`src/core/carrier_pci_pkg.sv`:
```
// Purpose: shared constants for the carrier pci arbiter and router
// Assumes: requester index 0 is the vme bridge, 1..6 are sites a..f
// Notes:   interrupt vector bit i is site i inta, bit 6+i site i intb
package carrier_pci_pkg;

   // requester count and site count
   localparam int NUM_REQ   = 7;
   localparam int NUM_SITES = 6;
   localparam int NUM_IRQ   = 12;
   localparam int INTB_BASE = 6;

   // requester indices in circular order
   localparam logic [2:0] REQ_VME    = 3'h0;
   localparam logic [2:0] REQ_SITE_A = 3'h1;
   localparam logic [2:0] REQ_LAST   = 3'h6;

   // address/data line feeding each id select
   localparam int AD_SITE_A = 24; // site f sits on line 19
   localparam int AD_SECOND = 25;
   localparam int AD_MEM_1  = 26;
   localparam int AD_BRIDGE = 27;

   // board revision codes
   localparam logic [1:0] REV_RESET  = 2'h0;
   localparam logic [1:0] REV_SHARED = 2'h2; // one common module line
   localparam logic [1:0] REV_PER    = 2'h3; // per site lines, tdm on pci

   // pci clock limits in khz: 25000 and 8000
   localparam logic [15:0] PCI_MAX_KHZ   = 16'h61a8;
   localparam logic [15:0] PCI_MIN_KHZ   = 16'h1f40;
   localparam logic [15:0] PCI_KHZ_RESET = 16'h0000;

   // cycles after reset release before straps are taken
   localparam logic [1:0] BOOT_CYCLES = 2'h3;

   // reset values of grant pins (all released) and irq pins
   localparam logic [6:0] GNT_RESET  = 7'h7f;
   localparam logic [5:0] MODIRQ_OFF = 6'h00;

   // bus activity phases, one-hot
   typedef enum logic [1:0] {
      PHASE_IDLE = 2'b01,
      PHASE_BUSY = 2'b10
   } bus_phase_e;

endpackage

```
`src/core/irq_route.sv`:
```
// Purpose: steer twelve module interrupt levels to vme and module lines
// Assumes: levels are already synchronised and active high
// Notes:   purely combinational; the caller registers the outputs
`timescale 1ns/100ps
module irq_route (
   input  wire logic [11:0] irq_level,    // bit i inta, bit 6+i intb
   input  wire logic [11:0] vme_mask,     // 1 lets a request to vme
   input  wire logic [5:0]  shared_mask,  // inta enables, common line
   input  wire logic [71:0] site_route,   // 12 enables per target site
   input  wire logic [1:0]  board_rev,    // captured board revision
   output logic             vme_active,   // some enabled request up
   output logic [5:0]       site_active   // per site line wants low
);

   // combine enabled requests per target
   always_comb begin
      logic shared_any;
      shared_any  = 1'b0;
      vme_active  = |(irq_level & vme_mask);
      site_active = 6'h00;
      // common line: inta only, masked per site
      shared_any  = |(irq_level[5:0] & shared_mask);
      if (board_rev >= carrier_pci_pkg::REV_PER) begin
         // each site has its own enable vector
         for (int s = 0; s < 6; s++) begin
            site_active[s] = |(irq_level & site_route[s*12 +: 12]);
         end
      end else if (board_rev == carrier_pci_pkg::REV_SHARED) begin
         // same level delivered to all six sites
         site_active = {6{shared_any}};
      end else begin
         // older boards have no module line
         site_active = 6'h00;
      end
   end

endmodule // irq_route

```
`src/core/carrier_pci_arbiter_router.sv`:
```
// Purpose: pci arbiter, id select fan-out and interrupt router
// Assumes: all pci inputs share this clock; irq lines are async pins
// Notes:   grants, id selects and irq lines are registered
//
// Notes on behaviour
// - seven requests in, seven grants out
// - circular order: bridge, sites a to f
// - last owner lowest, next ones climb
// - grant goes to highest active priority
// - no requests: grant parks on last owner
// - sites f..a on lines 19..24, bridge 27
// - line 26 memory one, 25 second/tdm
// - pci clock setting never above 25 mhz
// - clock runs steadily, changes only on reset
// - twelve separate requests, each independently routed
// - vme mask selects requests to vme
// - rev 2: masked inta onto common line
// - rev 3: per site lines, selectable sources
`timescale 1ns/100ps
module carrier_pci_arbiter_router (
   input  wire logic        clock,               // pci clock
   input  wire logic        rstn,                // async reset, low
   input  wire logic [6:0]  req_n,               // requests, low
   input  wire logic        frame_n,             // pci frame, low
   input  wire logic        irdy_n,              // pci irdy, low
   input  wire logic [31:0] ad,                  // pci address/data
   input  wire logic [5:0]  inta_n,              // site inta pins
   input  wire logic [5:0]  intb_n,              // site intb pins
   input  wire logic [1:0]  rev_strap,           // board revision pins
   input  wire logic [15:0] pci_khz_setting,     // stored clock request
   input  wire logic [11:0] vme_mask,            // vme enables
   input  wire logic [5:0]  shared_mask,         // rev 2 inta enables
   input  wire logic [71:0] site_route,          // rev 3 enables
   output logic      [6:0]  gnt_n,               // grants, low
   output logic      [5:0]  idsel_site,          // sites a..f
   output logic             idsel_bridge,        // vme bridge
   output logic             idsel_memory_controller_one,
   output logic             idsel_second_memory_or_tdm_resource,
   output logic             second_resource_is_tdm,
   output logic      [15:0] pci_clock_khz,       // synthesizer setting
   output logic             pci_clock_locked,    // setting frozen
   output logic      [1:0]  board_rev,           // captured revision
   output logic             vme_irq_n,           // vme request, low
   output logic      [5:0]  module_irq_n_out,    // open drain data
   output logic      [5:0]  module_irq_n_oe      // high while pulling
);

   // whole register state of the block
   typedef struct packed {
      logic [6:0]  gnt_n;        // grant pins
      logic [6:0]  gnt_prev_n;   // grants seen one cycle back
      logic [2:0]  owner;        // last bus owner
      logic [1:0]  phase;        // bus_phase_e code
      logic [5:0]  idsel_site;   // site id selects
      logic        idsel_br;     // bridge id select
      logic        idsel_m1;     // memory one id select
      logic        idsel_m2;     // second resource id select
      logic        is_tdm;       // second resource is tdm
      logic [1:0]  boot_cnt;     // cycles since release
      logic        boot_done;    // straps captured
      logic [1:0]  rev;          // board revision
      logic [15:0] khz;          // frozen pci clock setting
      logic [1:0]  strap_s1;     // strap sync stage 1
      logic [1:0]  strap_s2;     // strap sync stage 2
      logic [1:0]  strap_s3;     // strap sync stage 3
      logic [11:0] irq_s1;       // irq sync stage 1
      logic [11:0] irq_s2;       // irq sync stage 2
      logic [11:0] irq_s3;       // irq sync stage 3
      logic [11:0] irq_level;    // agreed irq levels
      logic        vme_irq_n;    // vme irq pin
      logic [5:0]  mod_out;      // module line data, always low
      logic [5:0]  mod_oe;       // module line enables
   } state_s;

   state_s st;       // current state
   state_s next_st;  // next state

   logic       vme_active;   // router: vme request wanted
   logic [5:0] site_active;  // router: module lines wanted

   // step one place round the circular order
   function automatic logic [2:0] step(input logic [2:0] idx);
      return (idx == carrier_pci_pkg::REQ_LAST) ?
             carrier_pci_pkg::REQ_VME : 3'(idx + 3'h1);
   endfunction

   // find the active requester with the highest level
   function automatic logic [3:0] pick(input logic [2:0] lo,
                                       input logic [6:0] act);
      logic [2:0] idx;
      logic [3:0] res;
      res = {1'b0, lo};
      idx = lo;
      // walk from level 0 to 6; a later hit outranks earlier ones
      for (int k = 0; k < carrier_pci_pkg::NUM_REQ; k++) begin
         if (act[idx]) begin
            res = {1'b1, idx};
         end
         idx = step(idx);
      end
      return res;
   endfunction

   // index of the grant held, or the old owner if none
   function automatic logic [2:0] held(input logic [6:0] g_n,
                                       input logic [2:0] dflt);
      logic [2:0] r;
      r = dflt;
      for (int k = 0; k < carrier_pci_pkg::NUM_REQ; k++) begin
         if (!g_n[k]) begin
            r = 3'(k);
         end
      end
      return r;
   endfunction

   // keep a clock request inside the allowed band
   function automatic logic [15:0] clamp(input logic [15:0] khz);
      if (khz > carrier_pci_pkg::PCI_MAX_KHZ) begin
         return carrier_pci_pkg::PCI_MAX_KHZ;
      end else if (khz < carrier_pci_pkg::PCI_MIN_KHZ) begin
         return carrier_pci_pkg::PCI_MIN_KHZ;
      end
      return khz;
   endfunction

   // interrupt steering
   irq_route u_route (
      .irq_level   (st.irq_level),
      .vme_mask    (vme_mask),
      .shared_mask (shared_mask),
      .site_route  (site_route),
      .board_rev   (st.rev),
      .vme_active  (vme_active),
      .site_active (site_active)
   );

   // next state logic
   always_comb begin
      logic [3:0] win;
      logic       bus_idle;
      win      = 4'h0;
      bus_idle = frame_n & irdy_n;
      next_st  = st;

      // three stage sync of async pins
      next_st.irq_s1   = {~intb_n, ~inta_n};
      next_st.irq_s2   = st.irq_s1;
      next_st.irq_s3   = st.irq_s2;
      next_st.strap_s1 = rev_strap;
      next_st.strap_s2 = st.strap_s1;
      next_st.strap_s3 = st.strap_s2;
      // accept a level only once stages 2 and 3 agree
      for (int i = 0; i < carrier_pci_pkg::NUM_IRQ; i++) begin
         if (st.irq_s2[i] == st.irq_s3[i]) begin
            next_st.irq_level[i] = st.irq_s3[i];
         end
      end

      // straps and clock setting taken once after release
      if (!st.boot_done) begin
         if (st.boot_cnt != carrier_pci_pkg::BOOT_CYCLES) begin
            next_st.boot_cnt = 2'(st.boot_cnt + 2'h1);
         end else if (st.strap_s2 == st.strap_s3) begin
            // frozen until the next board reset
            next_st.boot_done = 1'b1;
            next_st.rev       = st.strap_s3;
            next_st.khz       = clamp(pci_khz_setting);
         end
      end

      // track which master owns the bus
      next_st.gnt_prev_n = st.gnt_n;
      unique case (st.phase)
         carrier_pci_pkg::PHASE_IDLE: begin
            // a start on an idle bus belongs to the last grantee
            if (!frame_n) begin
               next_st.phase = carrier_pci_pkg::PHASE_BUSY;
               next_st.owner = held(st.gnt_prev_n, st.owner);
            end
         end
         carrier_pci_pkg::PHASE_BUSY: begin
            // wait for frame and irdy both released
            if (bus_idle) begin
               next_st.phase = carrier_pci_pkg::PHASE_IDLE;
            end
         end
         default: begin
            // illegal code recovers to idle
            next_st.phase = carrier_pci_pkg::PHASE_IDLE;
         end
      endcase

      // arbitration, one grant at a time
      win = pick(next_st.owner, ~req_n);
      if (win[3]) begin
         next_st.gnt_n = ~7'(7'h01 << win[2:0]);
      end else begin
         // nobody asks: park on last owner
         next_st.gnt_n = ~7'(7'h01 << next_st.owner);
      end

      // id selects follow their address/data lines
      for (int i = 0; i < carrier_pci_pkg::NUM_SITES; i++) begin
         next_st.idsel_site[i] = ad[carrier_pci_pkg::AD_SITE_A - i];
      end
      next_st.idsel_br = ad[carrier_pci_pkg::AD_BRIDGE];
      next_st.idsel_m1 = ad[carrier_pci_pkg::AD_MEM_1];
      next_st.idsel_m2 = ad[carrier_pci_pkg::AD_SECOND];
      next_st.is_tdm   = (st.rev >= carrier_pci_pkg::REV_PER);

      // interrupt pins
      next_st.vme_irq_n = ~vme_active;
      next_st.mod_out   = carrier_pci_pkg::MODIRQ_OFF;
      next_st.mod_oe    = site_active;
   end

   // state register
   always_ff @(posedge clock or negedge rstn) begin
      if (!rstn) begin
         st            <= '0;
         st.gnt_n      <= carrier_pci_pkg::GNT_RESET;
         st.gnt_prev_n <= carrier_pci_pkg::GNT_RESET;
         st.owner      <= carrier_pci_pkg::REQ_VME;
         st.phase      <= carrier_pci_pkg::PHASE_IDLE;
         st.rev        <= carrier_pci_pkg::REV_RESET;
         st.khz        <= carrier_pci_pkg::PCI_KHZ_RESET;
         st.vme_irq_n  <= 1'b1;
         st.mod_out    <= carrier_pci_pkg::MODIRQ_OFF;
         st.mod_oe     <= carrier_pci_pkg::MODIRQ_OFF;
      end else begin
         st <= next_st;
      end
   end

   // outputs straight from state
   assign gnt_n                               = st.gnt_n;
   assign idsel_site                          = st.idsel_site;
   assign idsel_bridge                        = st.idsel_br;
   assign idsel_memory_controller_one         = st.idsel_m1;
   assign idsel_second_memory_or_tdm_resource = st.idsel_m2;
   assign second_resource_is_tdm              = st.is_tdm;
   assign pci_clock_khz                       = st.khz;
   assign pci_clock_locked                    = st.boot_done;
   assign board_rev                           = st.rev;
   assign vme_irq_n                           = st.vme_irq_n;
   assign module_irq_n_out                    = st.mod_out;
   assign module_irq_n_oe                     = st.mod_oe;

endmodule // carrier_pci_arbiter_router

```
`config.mk`:
```
export PLATFORM = sky130hd
export DESIGN_NAME = carrier_pci_arbiter_router
export DESIGN_NICKNAME = d
export VERILOG_FILES = /design/src/core/carrier_pci_pkg.sv /design/src/core/irq_route.sv /design/src/core/carrier_pci_arbiter_router.sv
export SDC_FILE = /design/constraint.sdc
export NUM_CORES = 1
export LEC_CHECK = 0
export ABC_AREA = 1
export BUFFER_PORTS_ARGS = -buffer_cell sky130_fd_sc_hd__buf_2
export CORE_MARGIN = 5
export CORE_UTILIZATION = 51
export DETAILED_ROUTE_END_ITERATION = 8
export GPL_TIMING_DRIVEN = 0
export PLACE_DENSITY = 0.82
export SLEW_MARGIN = 0
export SYNTH_ARGS = -nofsm -noshare
export SYNTH_HDL_FRONTEND = slang
export SYNTH_HIERARCHICAL = 1
export SYNTH_SLANG_ARGS = --single-unit
export TNS_END_PERCENT = 20
```
`constraint.sdc`:
```
create_clock -name clock -period 3.7 [get_ports clock]
set_clock_uncertainty 0.15 [all_clocks]
set_input_delay 0.925 -clock clock [delete_from_list [all_inputs] [get_ports clock]]
set_output_delay 0.925 -clock clock [all_outputs]
set_load 0.005 [all_outputs]
```
Word level (Yosys, flattened, before mapping)
Index checks and enable logic that the tools add are counted.
{ "totals": {"register_bits": 111, "inputBits": 163, "wordCells": 157} }
{ "op_classes": {"addsub": 7, "order_cmp": 10, "eq_ne": 25, "n_shift": 2, "n_mux": 52, "bitwise_logic": 17, "reduce_logical": 11} }
{ "op_table": {"columns": ["operator", "n"], "rows": [
  ["bitwise AND 12 bit", 7],
  ["OR reduction 12 bit", 7],
  ["2-to-1 mux 19 bit", 3],
  ["2-to-1 mux 16 bit", 3],
  ["2-to-1 mux 3 bit", 14],
  ["< comparator 3 x 4 -> 1 bit, second input constant", 7],
  ["2-to-1 mux 4 bit", 7],
  ["binary-select mux 1 bit (select 3 bit)", 7],
  ["NOT 7 bit", 3],
  ["adder 3 x 1 -> 3 bit, second input constant", 6],
  ["== test 3 bit, second input constant", 6],
  ["greater-than comparator 16 x 15 -> 1 bit, second input constant", 1],
  ["< comparator 16 x 13 -> 1 bit, second input constant", 1],
  ["<< shifter 1 x 3 -> 7 bit, first input constant", 2],
  ["== test 1 bit", 12],
  ["2-to-1 mux 1 bit", 12],
  ["2-to-1 mux 6 bit", 2],
  ["NOT 6 bit", 2],
  ["2-to-1 mux 7 bit", 1],
  ["bitwise AND 6 bit", 1],
  ["inequality test 2 bit, second input constant", 3],
  ["OR reduction 6 bit", 1],
  ["2-to-1 mux 5 bit", 1],
  ["== test 2 bit, second input constant", 2],
  ["other kinds (10)", 13]
]} }

Longest topological paths before layout
{ "depth": {"depth_word": 27, "depth_mapped": 29} }

Hierarchy
Netlist, hierarchy kept.
{ "modules_own_cells": {"columns": ["module", "instances", "cells_per_inst", "area_per_inst_um2"], "rows": [
  ["carrier_pci_arbiter_router", 1, 551, 5188.7],
  ["irq_route", 1, 181, 804.5]
]} }

Least setup slack after synthesis
Ideal clock, no wire load.
{ "synth_path": {"path_type": "input -> register", "startpoint": "in frame_n", "endpoint": "reg gnt_n[3] (netlist name)", "setup_ps": 76, "t_arrival_ps": 3646, "t_required_ps": 3474, "slack_ps": -171, "path_stages": 26, "cell_sequence": "nor2_1 > nand2_2 > nand2_2 > a21boi_0 > nor2_1 > ha_1 > inv_1 > nand2_1 > nand2_2 > nand2_2 > a21oi_4 > nand2_4 > nand2_4 > nand2_4 > nand2_4 > nand2_4 > nor2_2 > nand2_2 > nand2_4 > nor2_1 > nor2_1 > nand2_1 > nand2_2 > nand2_1 > nor2_1 > nor2_1"} }
{ "synth_rtl": {"columns": ["item", "line", "source"], "rows": [
  ["from (decl)", "carrier_pci_arbiter_router.sv:24", "input wire logic frame_n,"]
]} }

==> impl_metrics.py <==
metrics = {
    "critical_path": {
        "worstSetupPathType": "in2reg",
        "worstSetupStartpointType": "primary input",
        "timing.rr.start": "st[103]",
        "reg2regPathDepth": 29,
        "end_kind": "flop",
        "cp.arrival_ns": 3.67,
        "cp-startpoint": "frame_n",
        "regToRegEndpoint": "gnt_n[3]",
        "required_ns": 3.83,
        "crit_fanout": 5,
        "reg2reg_slack_ns": 0.31,
    },
    "global_route": {
        "grt_pass1_wl_um": 24700,
        "first_global_vias": 5071,
        "antenna_found_initial": 0,
        "grt_overflow_total": 0,
        "track_usage_pct": 21.4,
        "grt_max_degree": 70,
    },
    "placed_design": {
        "globalplace.congestion": 0.944,
        "io_buffers": 182,
        "pre_cts_slack_ns": -0.418,
        "dp_hpwl_um": 12000,
    },
    "die": {
        "fp.dieArea_sq_um": 14000,
        "core_area_sq_um": 11500,
        "pin_count": 212,
        "die_w_um": 118,
        "dieHeight_um": 118,
        "rows": 39,
        "start_util_pct": 52.3,
    },
    "clock_network": {
        "cts_buffer_depth": 2,
        "clock-sinks": 111,
        "root_buffer": "clkbuf_16",
        "cts_tree": "done",
        "htree_levels": 3,
        "insertion_delay_ns": 0.34,
        "cts-hold-fix-buffers": 0,
        "cts-buffers-inserted": 9,
        "clk_pin_slew_worst_paths_ns": 0.08,
    },
    "detailed_routing": {
        "drtAntennaViolNets": 0,
        "drc_errors": 0,
        "routed-via-count": 5338,
        "dr.pass1.iters": 5,
        "wl_per_cell_um": 14.2,
        "drt_wl_total_um": 15400,
        "dr.first_iter.drc_count": 604,
        "vias_per_cell": 4.91,
    },
    "pwr": {
        "p_sw_uw": 4050,
        "p_comb_share_pct": 67.3,
        "powerDensity_nw_per_um2": 1040,
        "power_uw": 7960,
        "p_seq_share_pct": 20.5,
        "swShare_pct": 50.9,
        "clkPwrFrac_pct": 12.2,
        "vdd_drop_max_mv": 1.79,
        "p_int_uw": 3900,
        "p_leak_uw": 0.00424,
    },
    "timing": {
        "tightest_slew_ns": 0.541,
        "hold_viol_final": 0,
        "setup_slack_ns": 0.160,
        "fmax_mhz": 282,
        "setup_viol": 0,
        "report.final.slew_viol_count": 0,
        "slew_headroom_pct": 63.9,
        "post-route-min-period_ns": 3.54,
        "setup_tns_ns": 0,
        "fin_crit_sh_pct": 95.7,
    },
    "synthesis": {
        "avgSynthCellArea_sq_um": 8.19,
        "synth-seq-area-share_pct": 46.7,
        "yosys.area.top_type": "dfrtp_1",
        "syn_inst": 732,
        "synth_edf_count": 0,
        "async_reset_ff_share_pct": 100,
        "yosysUniqueCellTypes": 45,
        "yosys_warnings": 6,
        "synth_top_area_share_pct": 39.7,
        "ys.flop_type": "dfrtp_1",
        "ys_top_cells_by_area": "dfrtp_1, nand2_1, dfstp_2, buf_4, nand3_1",
        "ys_ff_latch": 111,
        "syn_area_sq_um": 5990,
    },
    "layout": {
        "syn2layout_area_growth_pct": 27.5,
        "seq_area_sq_um": 2800,
        "diodes": 0,
        "drive_gt1_share_pct": 38.0,
        "fillers": 949,
        "multi_input_area_sq_um": 2710,
        "nNetsFinal": 1104,
    },
    "min_path": {
        "hold_path.startpoint": "next_st[64]",
        "min_delay_path_depth": 0,
        "worst_hold_path_type": "reg2reg",
        "min_to": "next_st[62]",
    },
    "run": {
        "max-cap-violations": 0,
    },
    "outcome": {
        "run_status": "complete, no violations",
    },
}
==> through the flow <==
stage               cell area, sq um  instances  util, %  hold slack (ns)
CTS                             7490       1080     65.3            0.204
detailed placement              7160       1063     62.4            0.186
global route                    7640       1087     66.6            0.214
floorplan                       6040        737        -            0.181
global placement                7130       1062     62.2            0.182
finish                          7640       1087     66.6            0.201
==> flip-flops by register name, summed over array words and instances, names as in the netlist <==
name                                 cells
idsel_bridge                             1
second_resource_is_tdm                   1
pci_clock_khz                           16
board_rev                                2
pci_clock_locked                         1
idsel_second_memory_or_tdm_resource      1
next_st                                 28
st                                      40
vme_irq_n                                1
gnt_n                                    7
idsel_memory_controller_one              1
idsel_site                               6
module_irq_n_oe                          6
==> power by group through the flow <==
stage | registers (uW) | clock network, uW | logic, uW
after floorplan | 1610 | 0 | 3790
after global placement | 1630 | 0 | 4700
after detailed placement | 1650 | 0 | 4790
after CTS | 1620 | 1000 | 4850
after global routing | 1660 | 1050 | 5950
final | 1630 | 972 | 5360
==> synth_stat cells, types with 2 or more instances <==
master	n
o21ai_0	19
dfstp_2	16
dfrtp_1	95
a21boi_0	2
nand2_1	274
inv_2	8
nand4_1	5
a21oi_4	2
maj3_1	12
clkbuf_1	2
nor2_2	5
nand3_4	3
nand2_4	21
inv_1	56
nand3_2	3
a21oi_1	10
xnor2_1	2
nand3_1	57
nor2_1	45
a2bb2oi_1	2
nor3_1	2
buf_6	4
o22ai_1	2
nand2_2	20
ha_1	2
buf_4	44
==> what timing repair did <==
action / in CTS / in global routing
setup buffers: 1 / 7
setup endpoints to repair: 2 / 7
pin swaps: 1 / 11
gates resized for setup: 2 / 23
==> cell usage in the layout (no fill, tap or decap), types with 2 or more instances in the layout <==
master and n:
o21ai_2 2, inv_12 2, nand2_4 25, o21ai_0 18
nor2_2 5, nand3_2 3, nand2_2 22, dfstp_2 16
nand2_1 267, nand2_8 2, nor2_1 42, clkbuf_16 9
inv_2 8, nor3_1 2, dfrtp_1 95, buf_6 4
maj3_1 12, nand3_1 56, inv_8 5, nand3_4 4
inv_1 55, clkbuf_1 2, buf_4 53, nand4_1 5
xnor2_1 2, a21oi_4 2, nor2_4 4, conb_1 6
a21oi_1 10, a2bb2oi_1 2, o22ai_1 2, buf_2 182
==> critical path: stages <==
cell and delay (ns):
buf_2 0.14, nor2_4 0.13, nand2_4 0.10, nor2_8 0.16, a21boi_4 0.08, nor2_4 0.17, ha_4 0.24, inv_8 0.08
nand2_2 0.07, nand2_4 0.11, nand2_2 0.08, a21oi_4 0.20, nand2_4 0.09, nand2_4 0.07, nand2_4 0.07, nand2_4 0.07
nand2_4 0.07, nand2_1 0.09, o21ai_2 0.08, nand2_2 0.09, nand2_2 0.07, inv_2 0.07, nand3_2 0.06, nand2_2 0.12
nand2_1 0.06, nor2_1 0.11, nor2_1 0.06
==> worst max-delay path by stage <==
stage | depth (start not counted) | slack (ns) | end
after floorplan | 26 | 0.09 | gnt_n[3]
after global placement | 24 | -0.39 | gnt_n[3]
after detailed placement | 25 | -0.42 | gnt_n[3]
after CTS | 28 | 0.01 | gnt_n[3]
after global routing | 28 | -0.08 | gnt_n[3]
final | 27 | 0.16 | gnt_n[3]
==> routing by layer <==
layer | up-vias | routed length (um) | GRT usage (%)
met5 | - | 0 | 0
met1 | 2396 | 6490 | 29.6
met2 | 244 | 7290 | 33.9
li1 | 2665 | - | -
met3 | 33 | 1350 | 4.54
met4 | 0 | 312 | 6.52
==> cells by family after synthesis <==
logic type / count (synthesis) / synth area share, %
and+or+nand+nor: 442 / 34.9
buffers and inverters: 117 / 10.6
DFF: 111 / 46.7
AOI/OAI and AO/OA: 43 / 4.66
adders and majority gates: 14 / 2.42
xor gates and xnor gates: 3 / 0.438
other: 1 / 0.0626
muxes: 1 / 0.188
==> layout make-up <==
class | instances | area share [%]
clock buffer | 9 | 2.95
clock inverter | 7 | 1.13
timing repair buffer | 191 | 13.1
sequential | 111 | 36.6
buffer | 51 | 5.08
tap | 143 | 2.34
multi-input combinational | 509 | 35.4
inverter | 66 | 3.37
Note: power is estimated with default switching activity, not from simulation.
